`src/hdl/ivd_pkg.sv`:
```
// Constants and types shared by the vector dispatch block.
// Assumes a 16-bit word memory read port and on-clock event pulses from peripherals.
package ivd_pkg;
  // --------------------------------------------------------------------------
  // Region layout
  // --------------------------------------------------------------------------
  localparam logic [15:0] VEC_RESET    = 16'hFFFE;
  localparam logic [15:0] VEC_SYS_NMI  = 16'hFFFC;
  localparam logic [15:0] VEC_USER_NMI = 16'hFFFA;
  localparam logic [15:0] VEC_LINE0    = 16'hFFF8;
  localparam logic [15:0] VEC_LAST     = 16'hFFC6;
  localparam logic [15:0] VEC_FIRST    = 16'hFFFD;
  localparam logic [15:0] REGION_TOP   = 16'hFFFF;
  localparam logic [15:0] SIG_BASE     = 16'hFF80;
  localparam logic [15:0] BSL_PW_LO    = 16'hFFE0;
  localparam logic [15:0] DBG_PW_BASE  = 16'hFF88;
  localparam logic [15:0] ENCAP_MAGIC  = 16'hAAAA;
  // Fetches below this address fall in peripheral space
  localparam logic [15:0] PERIPH_END   = 16'h1000;
  // Signature values that switch a feature on; debug password length cap
  localparam logic [15:0] BSL_SIG_ON   = 16'h5A5A;
  localparam logic [15:0] DBG_SIG_PW   = 16'h5555;
  localparam logic [5:0]  DBG_PW_MAX   = 6'h3C;

  // --------------------------------------------------------------------------
  // Source counts and positions
  // --------------------------------------------------------------------------
  localparam int NUM_LINES = 26;
  localparam int NUM_SIGS  = 6;
  localparam int NUM_REVT  = 9;
  localparam int NUM_RST   = 11;
  localparam int NUM_SNMI  = 6;
  localparam int NUM_UNMI  = 2;
  localparam int RC_PIN    = 9;
  localparam int RC_FETCH  = 10;
  localparam int LINE_A0   = 5;
  localparam int LINE_B0   = 6;
  localparam int LINE_A1   = 10;
  localparam int LINE_B1   = 11;
  localparam int LINE_P1   = 15;
  localparam int LINE_P2   = 18;
  localparam int LINE_P3   = 21;
  localparam int LINE_P4   = 22;
  localparam logic [NUM_RST-1:0] RST_FLAGS_RST = 11'h001;
  localparam logic [2:0] SIG_LAST = 3'h5;

  typedef enum logic [2:0] {
    IVD_SIG_RD, IVD_SIG_WT, IVD_RST_RD, IVD_RST_WT, IVD_RUN, IVD_IRQ_WT
  } ivd_state_t;

  typedef logic [NUM_SIGS-1:0][15:0] ivd_sigs_t;

  typedef struct packed {
    logic       bsl_pw_en;
    logic       encap_en;
    logic [5:0] dbg_pw_words;
  } ivd_boot_t;
endpackage

```
`src/hdl/ivd_dispatch.sv`:
```
// Vector dispatch, reset cause capture and start-up signature reader.
// Assumes event inputs are single-cycle pulses on core_clk and memory answers via mem_ack.
`timescale 1ns/100ps

// Contract
// - At start-up the program start address is read from word 0FFFEh.
// - Vectors sit in words up to 0FFFEh; region spans 0FF80h to 0FFFFh.
// - Servicing loads the program counter from the winner's vector word.
// - Higher vector address wins; reset highest, cipher-ready at 0FFC6h lowest.
// - All listed reset causes restart through the top vector.
// - Instruction fetch from peripheral space raises a reset.
// - System NMI sources use 0FFFCh; external NMI and oscillator fault 0FFFAh.
// - NMI classes obey their own enables but ignore global enable.
// - Serial A units share a vector; sources depend on SPI or UART mode.
// - Serial B units share a vector; sources depend on I2C or SPI mode.
// - Matching signature enables words 0FFE0h..0FFFFh as loader password.
// - Signatures are read upward from 0FF80h: debug, loader, encapsulation.
// - Signatures are read and acted on before the application starts.
// - Debug password starts at 0FF88h, length chosen by debug signature.
module ivd_dispatch (
  input  wire logic                           core_clk,
  input  wire logic                           rst_b,
  input  wire logic [ivd_pkg::NUM_REVT-1:0]   rst_event,
  input  wire logic                           rst_pin_b,
  input  wire logic                           fetch_valid,
  input  wire logic [15:0]                    fetch_addr,
  input  wire logic [ivd_pkg::NUM_SNMI-1:0]   snmi_event,
  input  wire logic [ivd_pkg::NUM_SNMI-1:0]   snmi_en,
  input  wire logic                           ext_nmi_pin,
  input  wire logic                           osc_fault,
  input  wire logic [ivd_pkg::NUM_UNMI-1:0]   unmi_en,
  input  wire logic                           gie,
  input  wire logic [ivd_pkg::NUM_LINES-1:0]  line_flags,
  input  wire logic [ivd_pkg::NUM_LINES-1:0]  line_en,
  input  wire logic [1:0][3:0]                ser_a_flags,
  input  wire logic [1:0]                     ser_a_uart,
  input  wire logic [1:0][13:0]               ser_b_flags,
  input  wire logic [1:0]                     ser_b_i2c,
  input  wire logic [3:0][7:0]                port_flags,
  input  wire logic                           intr_ack,
  input  wire logic                           idx_rd,
  input  wire logic [1:0]                     idx_sel,
  input  wire logic                           mem_ack,
  input  wire logic [15:0]                    mem_rdata,
  output logic                                sys_reset,
  output logic                                mem_rd,
  output logic [15:0]                         mem_addr,
  output logic                                pc_load,
  output logic [15:0]                         pc_value,
  output logic                                irq_pending,
  output logic [15:0]                         irq_vector,
  output logic                                idx_valid,
  output logic [15:0]                         idx_data,
  output logic [ivd_pkg::NUM_RST-1:0]         rst_flags,
  output logic                                boot_done,
  output ivd_pkg::ivd_sigs_t                  sigs,
  output ivd_pkg::ivd_boot_t                  boot_cfg
);

  typedef struct packed {
    ivd_pkg::ivd_state_t             st;
    logic [2:0]                      cnt;
    ivd_pkg::ivd_sigs_t              sig;
    ivd_pkg::ivd_boot_t              cfg;
    logic [1:0]                      rsync;
    logic [1:0]                      nsync;
    logic                            nmi_seen;
    logic [ivd_pkg::NUM_RST-1:0]     rflags;
    logic [ivd_pkg::NUM_SNMI-1:0]    sflags;
    logic [ivd_pkg::NUM_UNMI-1:0]    uflags;
    logic                            sys_reset;
    logic                            mem_rd;
    logic [15:0]                     mem_addr;
    logic                            pc_load;
    logic [15:0]                     pc_value;
    logic                            irq_pending;
    logic [15:0]                     irq_vector;
    logic                            idx_valid;
    logic [15:0]                     idx_data;
    logic                            boot_done;
  } ivd_core_t;

  localparam ivd_core_t CORE_RST = '{
    st: ivd_pkg::IVD_SIG_RD, rflags: ivd_pkg::RST_FLAGS_RST, default: '0};

  ivd_core_t                         cur;
  ivd_core_t                         nx;
  logic [ivd_pkg::NUM_RST-1:0]       rst_set;
  logic [ivd_pkg::NUM_UNMI-1:0]      unmi_set;
  logic [ivd_pkg::NUM_SNMI-1:0]      snmi_req;
  logic [ivd_pkg::NUM_UNMI-1:0]      unmi_req;
  logic [ivd_pkg::NUM_LINES-1:0]     line_req;
  logic [5:0]                        pick;
  logic [31:0]                       clr;
  logic                              fetch_bad;

  // --------------------------------------------------------------------------
  // Decoding helpers
  // --------------------------------------------------------------------------
  // One-based position of the lowest set bit, zero when none is set
  function automatic logic [5:0] first_idx(input logic [31:0] v);
    logic [5:0] r;
    r = 6'h00;
    for (int i = 31; i >= 0; i--) begin
      if (v[i]) begin
        r = 6'(i + 1);
      end
    end
    return r;
  endfunction

  function automatic logic [31:0] onehot(input logic [5:0] p);
    return (p == 6'h00) ? 32'h0 : (32'h1 << (p - 6'h01));
  endfunction

  // --------------------------------------------------------------------------
  // Request gathering
  // --------------------------------------------------------------------------
  always_comb begin
    snmi_req = cur.sflags & snmi_en;
    unmi_req = cur.uflags & unmi_en;
    line_req = line_flags;
    line_req[ivd_pkg::LINE_A0] = |(ser_a_flags[0] & (ser_a_uart[0] ? 4'hF : 4'h3));
    line_req[ivd_pkg::LINE_A1] = |(ser_a_flags[1] & (ser_a_uart[1] ? 4'hF : 4'h3));
    line_req[ivd_pkg::LINE_B0] = |(ser_b_flags[0] & (ser_b_i2c[0] ? 14'h3FFF : 14'h0003));
    line_req[ivd_pkg::LINE_B1] = |(ser_b_flags[1] & (ser_b_i2c[1] ? 14'h3FFF : 14'h0003));
    line_req[ivd_pkg::LINE_P1] = |port_flags[0];
    line_req[ivd_pkg::LINE_P2] = |port_flags[1];
    line_req[ivd_pkg::LINE_P3] = |port_flags[2];
    line_req[ivd_pkg::LINE_P4] = |port_flags[3];
    line_req = line_req & line_en & {ivd_pkg::NUM_LINES{gie}};
  end

  // --------------------------------------------------------------------------
  // Next state
  // --------------------------------------------------------------------------
  always_comb begin
    nx = cur;
    nx.rsync = {cur.rsync[0], ~rst_pin_b};
    nx.nsync = {cur.nsync[0], ext_nmi_pin};
    nx.nmi_seen = cur.nsync[1];
    nx.sys_reset = 1'b0;
    nx.mem_rd = 1'b0;
    nx.pc_load = 1'b0;
    nx.idx_valid = 1'b0;
    fetch_bad = fetch_valid && (fetch_addr < ivd_pkg::PERIPH_END);
    rst_set = {fetch_bad, cur.rsync[1], rst_event};
    unmi_set = {osc_fault, cur.nsync[1] & ~cur.nmi_seen};
    pick = 6'h00;
    if (idx_rd) begin
      case (idx_sel)
        2'h0:    pick = first_idx(32'(cur.rflags));
        2'h1:    pick = first_idx(32'(cur.sflags));
        2'h2:    pick = first_idx(32'(cur.uflags));
        default: pick = 6'h00;
      endcase
      nx.idx_valid = 1'b1;
      nx.idx_data = {9'h000, pick, 1'b0};
    end
    clr = onehot(pick);
    // Set wins over a clear in the same cycle
    nx.rflags = (cur.rflags & ~((idx_sel == 2'h0) ? clr[ivd_pkg::NUM_RST-1:0] : '0)) | rst_set;
    nx.sflags = (cur.sflags & ~((idx_sel == 2'h1) ? clr[ivd_pkg::NUM_SNMI-1:0] : '0))
              | snmi_event;
    nx.uflags = (cur.uflags & ~((idx_sel == 2'h2) ? clr[ivd_pkg::NUM_UNMI-1:0] : '0))
              | unmi_set;

    nx.irq_pending = 1'b0;
    if (|snmi_req) begin
      nx.irq_pending = 1'b1;
      nx.irq_vector = ivd_pkg::VEC_SYS_NMI;
    end else if (|unmi_req) begin
      nx.irq_pending = 1'b1;
      nx.irq_vector = ivd_pkg::VEC_USER_NMI;
    end else if (|line_req) begin
      nx.irq_pending = 1'b1;
      nx.irq_vector = ivd_pkg::VEC_LINE0
                    - {9'h000, first_idx(32'(line_req)) - 6'h01, 1'b0};
    end

    case (cur.st)
      ivd_pkg::IVD_SIG_RD: begin
        nx.mem_rd = 1'b1;
        nx.mem_addr = ivd_pkg::SIG_BASE + {12'h000, cur.cnt, 1'b0};
        nx.st = ivd_pkg::IVD_SIG_WT;
      end
      ivd_pkg::IVD_SIG_WT: begin
        if (mem_ack) begin
          nx.sig[cur.cnt] = mem_rdata;
          nx.cnt = cur.cnt + 3'h1;
          nx.st = (cur.cnt == ivd_pkg::SIG_LAST) ? ivd_pkg::IVD_RST_RD : ivd_pkg::IVD_SIG_RD;
        end
      end
      ivd_pkg::IVD_RST_RD: begin
        nx.cfg.bsl_pw_en = (cur.sig[3] == ivd_pkg::BSL_SIG_ON);
        nx.cfg.encap_en = (cur.sig[4] == ivd_pkg::ENCAP_MAGIC);
        nx.cfg.dbg_pw_words = 6'h00;
        if (cur.sig[0] == ivd_pkg::DBG_SIG_PW) begin
          nx.cfg.dbg_pw_words = (cur.sig[1] > 16'(ivd_pkg::DBG_PW_MAX)) ?
                                ivd_pkg::DBG_PW_MAX : cur.sig[1][5:0];
        end
        nx.mem_rd = 1'b1;
        nx.mem_addr = ivd_pkg::VEC_RESET;
        nx.st = ivd_pkg::IVD_RST_WT;
      end
      ivd_pkg::IVD_RST_WT: begin
        if (mem_ack) begin
          nx.pc_load = 1'b1;
          nx.pc_value = mem_rdata;
          nx.boot_done = 1'b1;
          nx.st = ivd_pkg::IVD_RUN;
        end
      end
      ivd_pkg::IVD_RUN: begin
        if (intr_ack && cur.irq_pending) begin
          nx.mem_rd = 1'b1;
          nx.mem_addr = cur.irq_vector;
          nx.st = ivd_pkg::IVD_IRQ_WT;
        end
      end
      ivd_pkg::IVD_IRQ_WT: begin
        if (mem_ack) begin
          nx.pc_load = 1'b1;
          nx.pc_value = mem_rdata;
          nx.st = ivd_pkg::IVD_RUN;
        end
      end
      default: nx.st = ivd_pkg::IVD_SIG_RD;
    endcase
    if (!nx.boot_done) begin
      nx.irq_pending = 1'b0;
    end

    if (|rst_set) begin
      nx.sys_reset = 1'b1;
      nx.st = ivd_pkg::IVD_SIG_RD;
      nx.cnt = 3'h0;
      nx.boot_done = 1'b0;
      nx.irq_pending = 1'b0;
      nx.mem_rd = 1'b0;
      nx.pc_load = 1'b0;
    end
  end

  always_ff @(posedge core_clk or negedge rst_b) begin
    if (!rst_b) begin
      cur <= CORE_RST;
    end else begin
      cur <= nx;
    end
  end

  assign sys_reset   = cur.sys_reset;
  assign mem_rd      = cur.mem_rd;
  assign mem_addr    = cur.mem_addr;
  assign pc_load     = cur.pc_load;
  assign pc_value    = cur.pc_value;
  assign irq_pending = cur.irq_pending;
  assign irq_vector  = cur.irq_vector;
  assign idx_valid   = cur.idx_valid;
  assign idx_data    = cur.idx_data;
  assign rst_flags   = cur.rflags;
  assign boot_done   = cur.boot_done;
  assign sigs        = cur.sig;
  assign boot_cfg    = cur.cfg;
endmodule

```
`config.mk`:
```
export PLATFORM = sky130hd
export DESIGN_NAME = ivd_dispatch
export DESIGN_NICKNAME = d
export VERILOG_FILES = /design/src/hdl/ivd_pkg.sv /design/src/hdl/ivd_dispatch.sv
export SDC_FILE = /design/constraint.sdc
export NUM_CORES = 1
export LEC_CHECK = 0
export BUFFER_PORTS_ARGS = -buffer_cell sky130_fd_sc_hd__buf_2
export CORE_AREA = 3 3 147 149
export DETAILED_ROUTE_END_ITERATION = 10
export DIE_AREA = 0 0 150 152
export PLACE_DENSITY_LB_ADDON = 0.3
export SYNTH_ARGS = -nofsm -noshare
export SYNTH_HDL_FRONTEND = slang
export SYNTH_SLANG_ARGS = --single-unit
```
`constraint.sdc`:
```
create_clock -name core_clk -period 4.83 [get_ports core_clk]
set_input_delay 0.966 -clock core_clk [delete_from_list [all_inputs] [get_ports core_clk]]
set_output_delay 0.966 -clock core_clk [all_outputs]
set_load 0.005 [all_outputs]
```
---- After elaboration in Yosys (flattened, before gate mapping) ----
Index checks and enable logic that the tools add are counted.
cells by class
  $lt $le $gt $ge ......................... 4
  bitwise gates (word level) .............. 20
  reduce and logical (&&, ||, !) cells .... 28
  multiplexer cells ....................... 85
  shift-type cells ........................ 1
  eq/ne operators ......................... 15
  add/subtract/negate cells ............... 5
operators by type and width
  operator                                                         count
  two-way mux 6 bit                                                49
  two-way mux 17 bit                                               7
  two-way mux 102 bit                                              1
  two-way mux 99 bit                                               1
  bitwise mux 96 bit                                               1
  AND 26 bit                                                       2
  one-hot mux 17 bit (3 select lines)                              1
  demux 16 bit (select 3 bit)                                      1
  == test 16 x 15 -> 1 bit (second input constant)                 2
  OR reduction 8 bit                                               4
  AND 14 bit                                                       2
  two-way mux 14 bit                                               2
  OR reduction 14 bit                                              2
  OR reduction 26 bit                                              1
  two-way mux 11 bit                                               2
  one-hot mux 6 bit (3 select lines)                               1
  == test 16 bit (second input constant)                           1
  greater-than comparator 16 x 6 -> 1 bit (second input constant)  1
  less-than comparator 16 x 13 -> 1 bit (second input constant)    1
  two-way mux 16 bit                                               1
  one-hot mux 3 bit (5 select lines)                               1
  AND 6 bit                                                        2
  two-way mux 4 bit                                                3
  subtractor 6 x 1 -> 6 bit (second input constant)                2
  other kinds (41)                                                 67
storage, ports and cells
  flip-flop bits (word level) ............. 194
  output and inout bits ................... 185
  input port bits ......................... 191

---- Longest topological paths before layout ----
  word-level depth ........................ 41
  mapped depth ............................ 15

---- Worst setup path before layout ----
Ideal clock, no wire load.
  kind .................................... input to register
  from .................................... input port port_flags[13] in the netlist's numbering
  to ...................................... register cur (netlist bit irq_vector[4])
  stages .................................. 14
  data required time ...................... 4.710 ns
  path slack .............................. 1.098 ns
  buffers on the path ..................... 0
  arrival time ............................ 3.612 ns
  path through ............................ or4_4 o21a_1 nor2_1 o21ai_0 a32oi_1 o21ai_0 a22oi_1 or2_2 ha_1 inv_1 xnor2_4 xnor2_1 or4_1 a31o_1
between the ends
  longest elaborated chain between the ends .. 30
  elaborated cells on any way between the ends .. 32
  classes of those cells .................. add/sub (2); mux (25); bitwise (2); reduce/logical (3)
RTL lines
  what                             RTL line             text
  start: declaration               ivd_dispatch.sv:39   input wire logic [3:0][7:0] port_flags,
  OR reduction 8 bit (*)           ivd_dispatch.sv:128  line_req[ivd_pkg::LINE_P2] = |port_flags[1];
  AND 26 bit (*) (2 in a row)      ivd_dispatch.sv:131  line_req = line_req & line_en & {ivd_pkg::NUM_LINES{gie}};
  two-way mux 6 bit (19 in a row)  ivd_dispatch.sv:105  if (v[i]) begin
  two-way mux 6 bit                ivd_dispatch.sv:175  end else if (|line_req) begin
  two-way mux 6 bit                ivd_dispatch.sv:172  end else if (|unmi_req) begin
  two-way mux 6 bit                ivd_dispatch.sv:169  if (|snmi_req) begin
  subtractor 6 x 1 -> 6 bit        ivd_dispatch.sv:178  - {9'h000, first_idx(32'(line_req)) - 6'h01, 1'b0};
  subtractor 4 x 8 -> 9 bit        ivd_dispatch.sv:178
  two-way mux 17 bit               ivd_dispatch.sv:175
  two-way mux 17 bit               ivd_dispatch.sv:172
  two-way mux 17 bit               ivd_dispatch.sv:169
  end signal: assignment           ivd_dispatch.sv:249  cur <= nx;
  end: declaration                 ivd_dispatch.sv:86   ivd_core_t cur;
Mark *: on every way between the ends. The rest lies on a longest branch, timed or not. The select of a mux whose other input is x is not followed.
A chain may end at the register's enable or synchronous reset.

---- Worst setup path after layout ----
  from .................................... input port gie
  to ...................................... register cur (netlist bit irq_vector[4])
between the ends
  longest elaborated chain between the ends .. 35
  elaborated cells on any way between the ends .. 37
  classes of those cells .................. add/sub (2); mux (32); bitwise (1); reduce/logical (2)
RTL lines
  what                             RTL line             text
  start: declaration               ivd_dispatch.sv:32   input wire logic gie,
  AND 26 bit (*)                   ivd_dispatch.sv:131
  two-way mux 5 bit                ivd_dispatch.sv:105
  two-way mux 6 bit (25 in a row)  ivd_dispatch.sv:105
  two-way mux 6 bit                ivd_dispatch.sv:175
  two-way mux 6 bit                ivd_dispatch.sv:172
  two-way mux 6 bit                ivd_dispatch.sv:169
  subtractor 6 x 1 -> 6 bit        ivd_dispatch.sv:178
  subtractor 4 x 8 -> 9 bit        ivd_dispatch.sv:178
  two-way mux 17 bit               ivd_dispatch.sv:175
  two-way mux 17 bit               ivd_dispatch.sv:172
  two-way mux 17 bit               ivd_dispatch.sv:169
Marked as above.

==> impl_metrics.toml <==
[cts]
h-tree-depth = 4
clk_pin_slew_ns = 0.07
cts_setup_buffers = 0
cts_sinks = 177
cts_resized = 0
clk_latency_ns = 0.42
cts_tree = "yes"
clock_path_buffers = 2
cts_root_buffer = "clkbuf_16"
postCtsHoldBufs = 0
cts_buffers = 17

[yosys]
synth-seq-cells = 177
netlist_area_mm2 = 0.009553
synthCells = 885
postSynthAreaPerCell_um2 = 10.79
async_flop_share = 1.000
yosysWarnings = 0
ys_seq_area_frac = 0.4638
ys.flop_type = "dfrtp_1"
synth.distinct_cells = 76
synth_edf_count = 0

[setup_path]
critPathTopFamily = "compound AO/OA/AOI/OAI gates"
path_cells = "buf_2 > clkinv_1 > a21oi_1 > nor2_1 > o31ai_1 > o21ai_0 > a32oi_1 > o21ai_0 > a22oi_1 > or2_2 > ha_1 > inv_1 > xnor2_4 > xnor2_1 > or4_1 > a31o_1"
start_kind = "primary input"
endpoint_kind = "flop"
worst-setup-path-type = "in2reg"
critPathArrivalTime_ns = 4.06
cp_max_fo = 24
cpMostUsedCell = "o21ai_0"
cp_slowest_cell = "or4_1"
crit_buf_inv = 3
worstPathRequired_ns = 5.14
cp_slowest_stage_delay_ns = 0.39

[placed_design]
post-place-ws_ns = 0.6774
port-buffer-count = 342
hpwl_um = 19710
gp_congestion = 0.9148

[detailed_routing]
dr.pass1.iters = 5
wl_per_cell_um = 18.70
vias_per_cell = 5.277
vias = 7119
drt_iter0_markers = 336
drc = 0
ant_nets = 0
wl_um = 25230

[sta]
skew_ns = 0.009370
rsz0062_at_grt = "false"
fin_crit_sh = 0.7773
worst_slack_ns = 1.076
fmax_mhz = 266.4
fin_tns_setup_ns = 0
fin_crit_ns = 3.754
hold_ws_ns = 0.3551
hold_violations = 0
drv_slew = 0
setup_viol = 0
relSlewSlack = 0.3075
worst_slew_pin_slew_ns = 1.038

[power]
vdd_drop_max_uv = 219.1
pwr_density_cell_mw_per_mm2 = 295.2
leakage_uw = 0.005666

[status]
status = "complete, no violations"

[floorplan]
core.rowCount = 52
core_area_mm2 = 0.02030
die_y_um = 152
fp.dieArea_mm2 = 0.02280
die_x_um = 150
num_io_pins = 376
initial_core_util = 0.4706

[cells_and_area]
final_core_util = 0.5380
fill_cells = 1814
final_nets = 1261
drive_above_1_share = 0.4717
area_delta_synth_final_pct = 14.32

[global_routing]
antenna_found_initial = 4
grt_overflow = 0
grt_max_degree = 108
gr-usage-all-layers = 0.2187
first_global_vias = 7137
grt_pass1_wl_um = 39040

[run]
drv_cap = 0

[worst_hold_path]
worstHoldPathType = "reg2reg"
==> layer usage <==
metal	vias to the layer above	global-route usage	share of wire
met5	-	0	0
met4	0	0.07974	0.030
met3	40	0.04498	0.066
met2	288	0.3891	0.52
met1	3452	0.2592	0.39
li1	3339	-	-
==> through the flow <==
step	std cells	area [um^2]	power, uW
after floorplan	897	9598	1674
after CTS	1347	10920	3260
final	1349	10920	3224
after global routing	1349	10920	3364
after detailed placement	1315	10300	1822
after global placement	1315	10300	1818
==> worst reg2reg max path: stages, from the launching register on <==
cell and delay [ns]:
dfrtp_1 0.42, o311a_1 0.37, o31ai_1 0.35, a32oi_1 0.10
o32ai_1 0.20, nand2_1 0.15, ha_1 0.27, xor2_1 0.22
nor3_1 0.38, or4b_2 0.65, a21o_1 0.20
==> synthesized netlist by cell type, drive strengths merged, types with 6 or more instances <==
master / count / share of area
nand3: 18 / 0.0094
inv: 18 / 0.0071
clkbuf: 20 / 0.0079
nor2: 38 / 0.015
nor2b: 6 / 0.0039
a21o: 17 / 0.013
buf: 182 / 0.14
nand4: 9 / 0.0059
nand2b: 9 / 0.0059
mux2: 112 / 0.13
nor4bb: 7 / 0.0073
nor3: 14 / 0.0073
o21ai: 35 / 0.020
nand4b: 6 / 0.0055
ha: 6 / 0.0079
and2: 7 / 0.0046
a21oi: 21 / 0.011
nor4: 22 / 0.014
dfrtp: 176 / 0.46
nand2: 57 / 0.022
==> area by class of cell <==
type,instances,area (um^2),share of cell area
Inverter,19,71.32,0.006531
Clock inverter,13,175.2,0.01604
Tap cell,270,337.8,0.03093
Multi-Input combinational cell,499,3667,0.3358
Clock buffer,19,442.9,0.04056
Antenna cell,2,5.005,0.0004583
Timing Repair Buffer,350,1790,0.1640
Sequential cell,177,4431,0.4057
==> path summary, 6_finish.rpt <==
path	slack, ns	cells after the start	to	from
min in group asynchronous	0.64	1	sigs[16]$_DFFE_PN0P_	rst_b
min	0.36	0	cur[91]$_DFF_PN0_	cur[90]$_DFF_PN0_
max reg2reg	1.42	10	rst_flags[3]$_DFF_PN0_	rst_flags[7]$_DFF_PN0_
max in group asynchronous	3.26	2	rst_flags[0]$_DFF_PN1_	rst_b
max	1.08	16	irq_vector[4]$_DFFE_PN0P_	gie
min reg2reg	0.36	0	cur[91]$_DFF_PN0_	cur[90]$_DFF_PN0_
==> kinds of logic (layout without fill, tap and decap cells) <==
kind of cell | count (synthesis) | in the layout | share of synthesized area
adders and majority gates | 6 | 6 | 0.007858
AOI/OAI and AO/OA | 141 | 141 | 0.1053
other | 1 | 15 | 0.0003926
buffers and inverters | 221 | 401 | 0.1573
and+or+nand+nor | 215 | 215 | 0.1198
xor gates and xnor gates | 8 | 8 | 0.009300
DFF | 177 | 177 | 0.4638
muxes | 116 | 116 | 0.1362
==> flip-flops by register name, indices dropped and copies added (netlist names), 4 cells and up <==
signal and count:
irq_vector 8, cur 19, pc_value 16, rst_flags 11
mem_addr 9, boot_cfg 8, idx_data 4, sigs 96
==> report_power, final <==
group / internal (uW) / switching (uW)
clock: 840 / 590
sequential: 1490 / 6.20
combinational: 124 / 173
total: 2450 / 770
==> placed cells by master, fill, tap and decap left out, drive strengths merged, types with 5 or more instances in the layout <==
| cell type | count |
|---|---|
| xnor2 | 5 |
| a22o | 5 |
| nor3 | 14 |
| inv | 22 |
| buf | 350 |
| nand4 | 9 |
| nand2 | 57 |
| clkbuf | 19 |
| conb | 13 |
| nand4b | 6 |
| and2 | 7 |
| o31ai | 5 |
| nor4bb | 7 |
| o21ai | 35 |
| mux2 | 112 |
| nor2b | 6 |
| nand2b | 9 |
| nand3 | 18 |
| ha | 6 |
| nor2 | 38 |
| a22oi | 5 |
| a21oi | 21 |
| a21o | 17 |
| dfrtp | 176 |
| nor4 | 22 |
(Power assumes the default switching activity.)
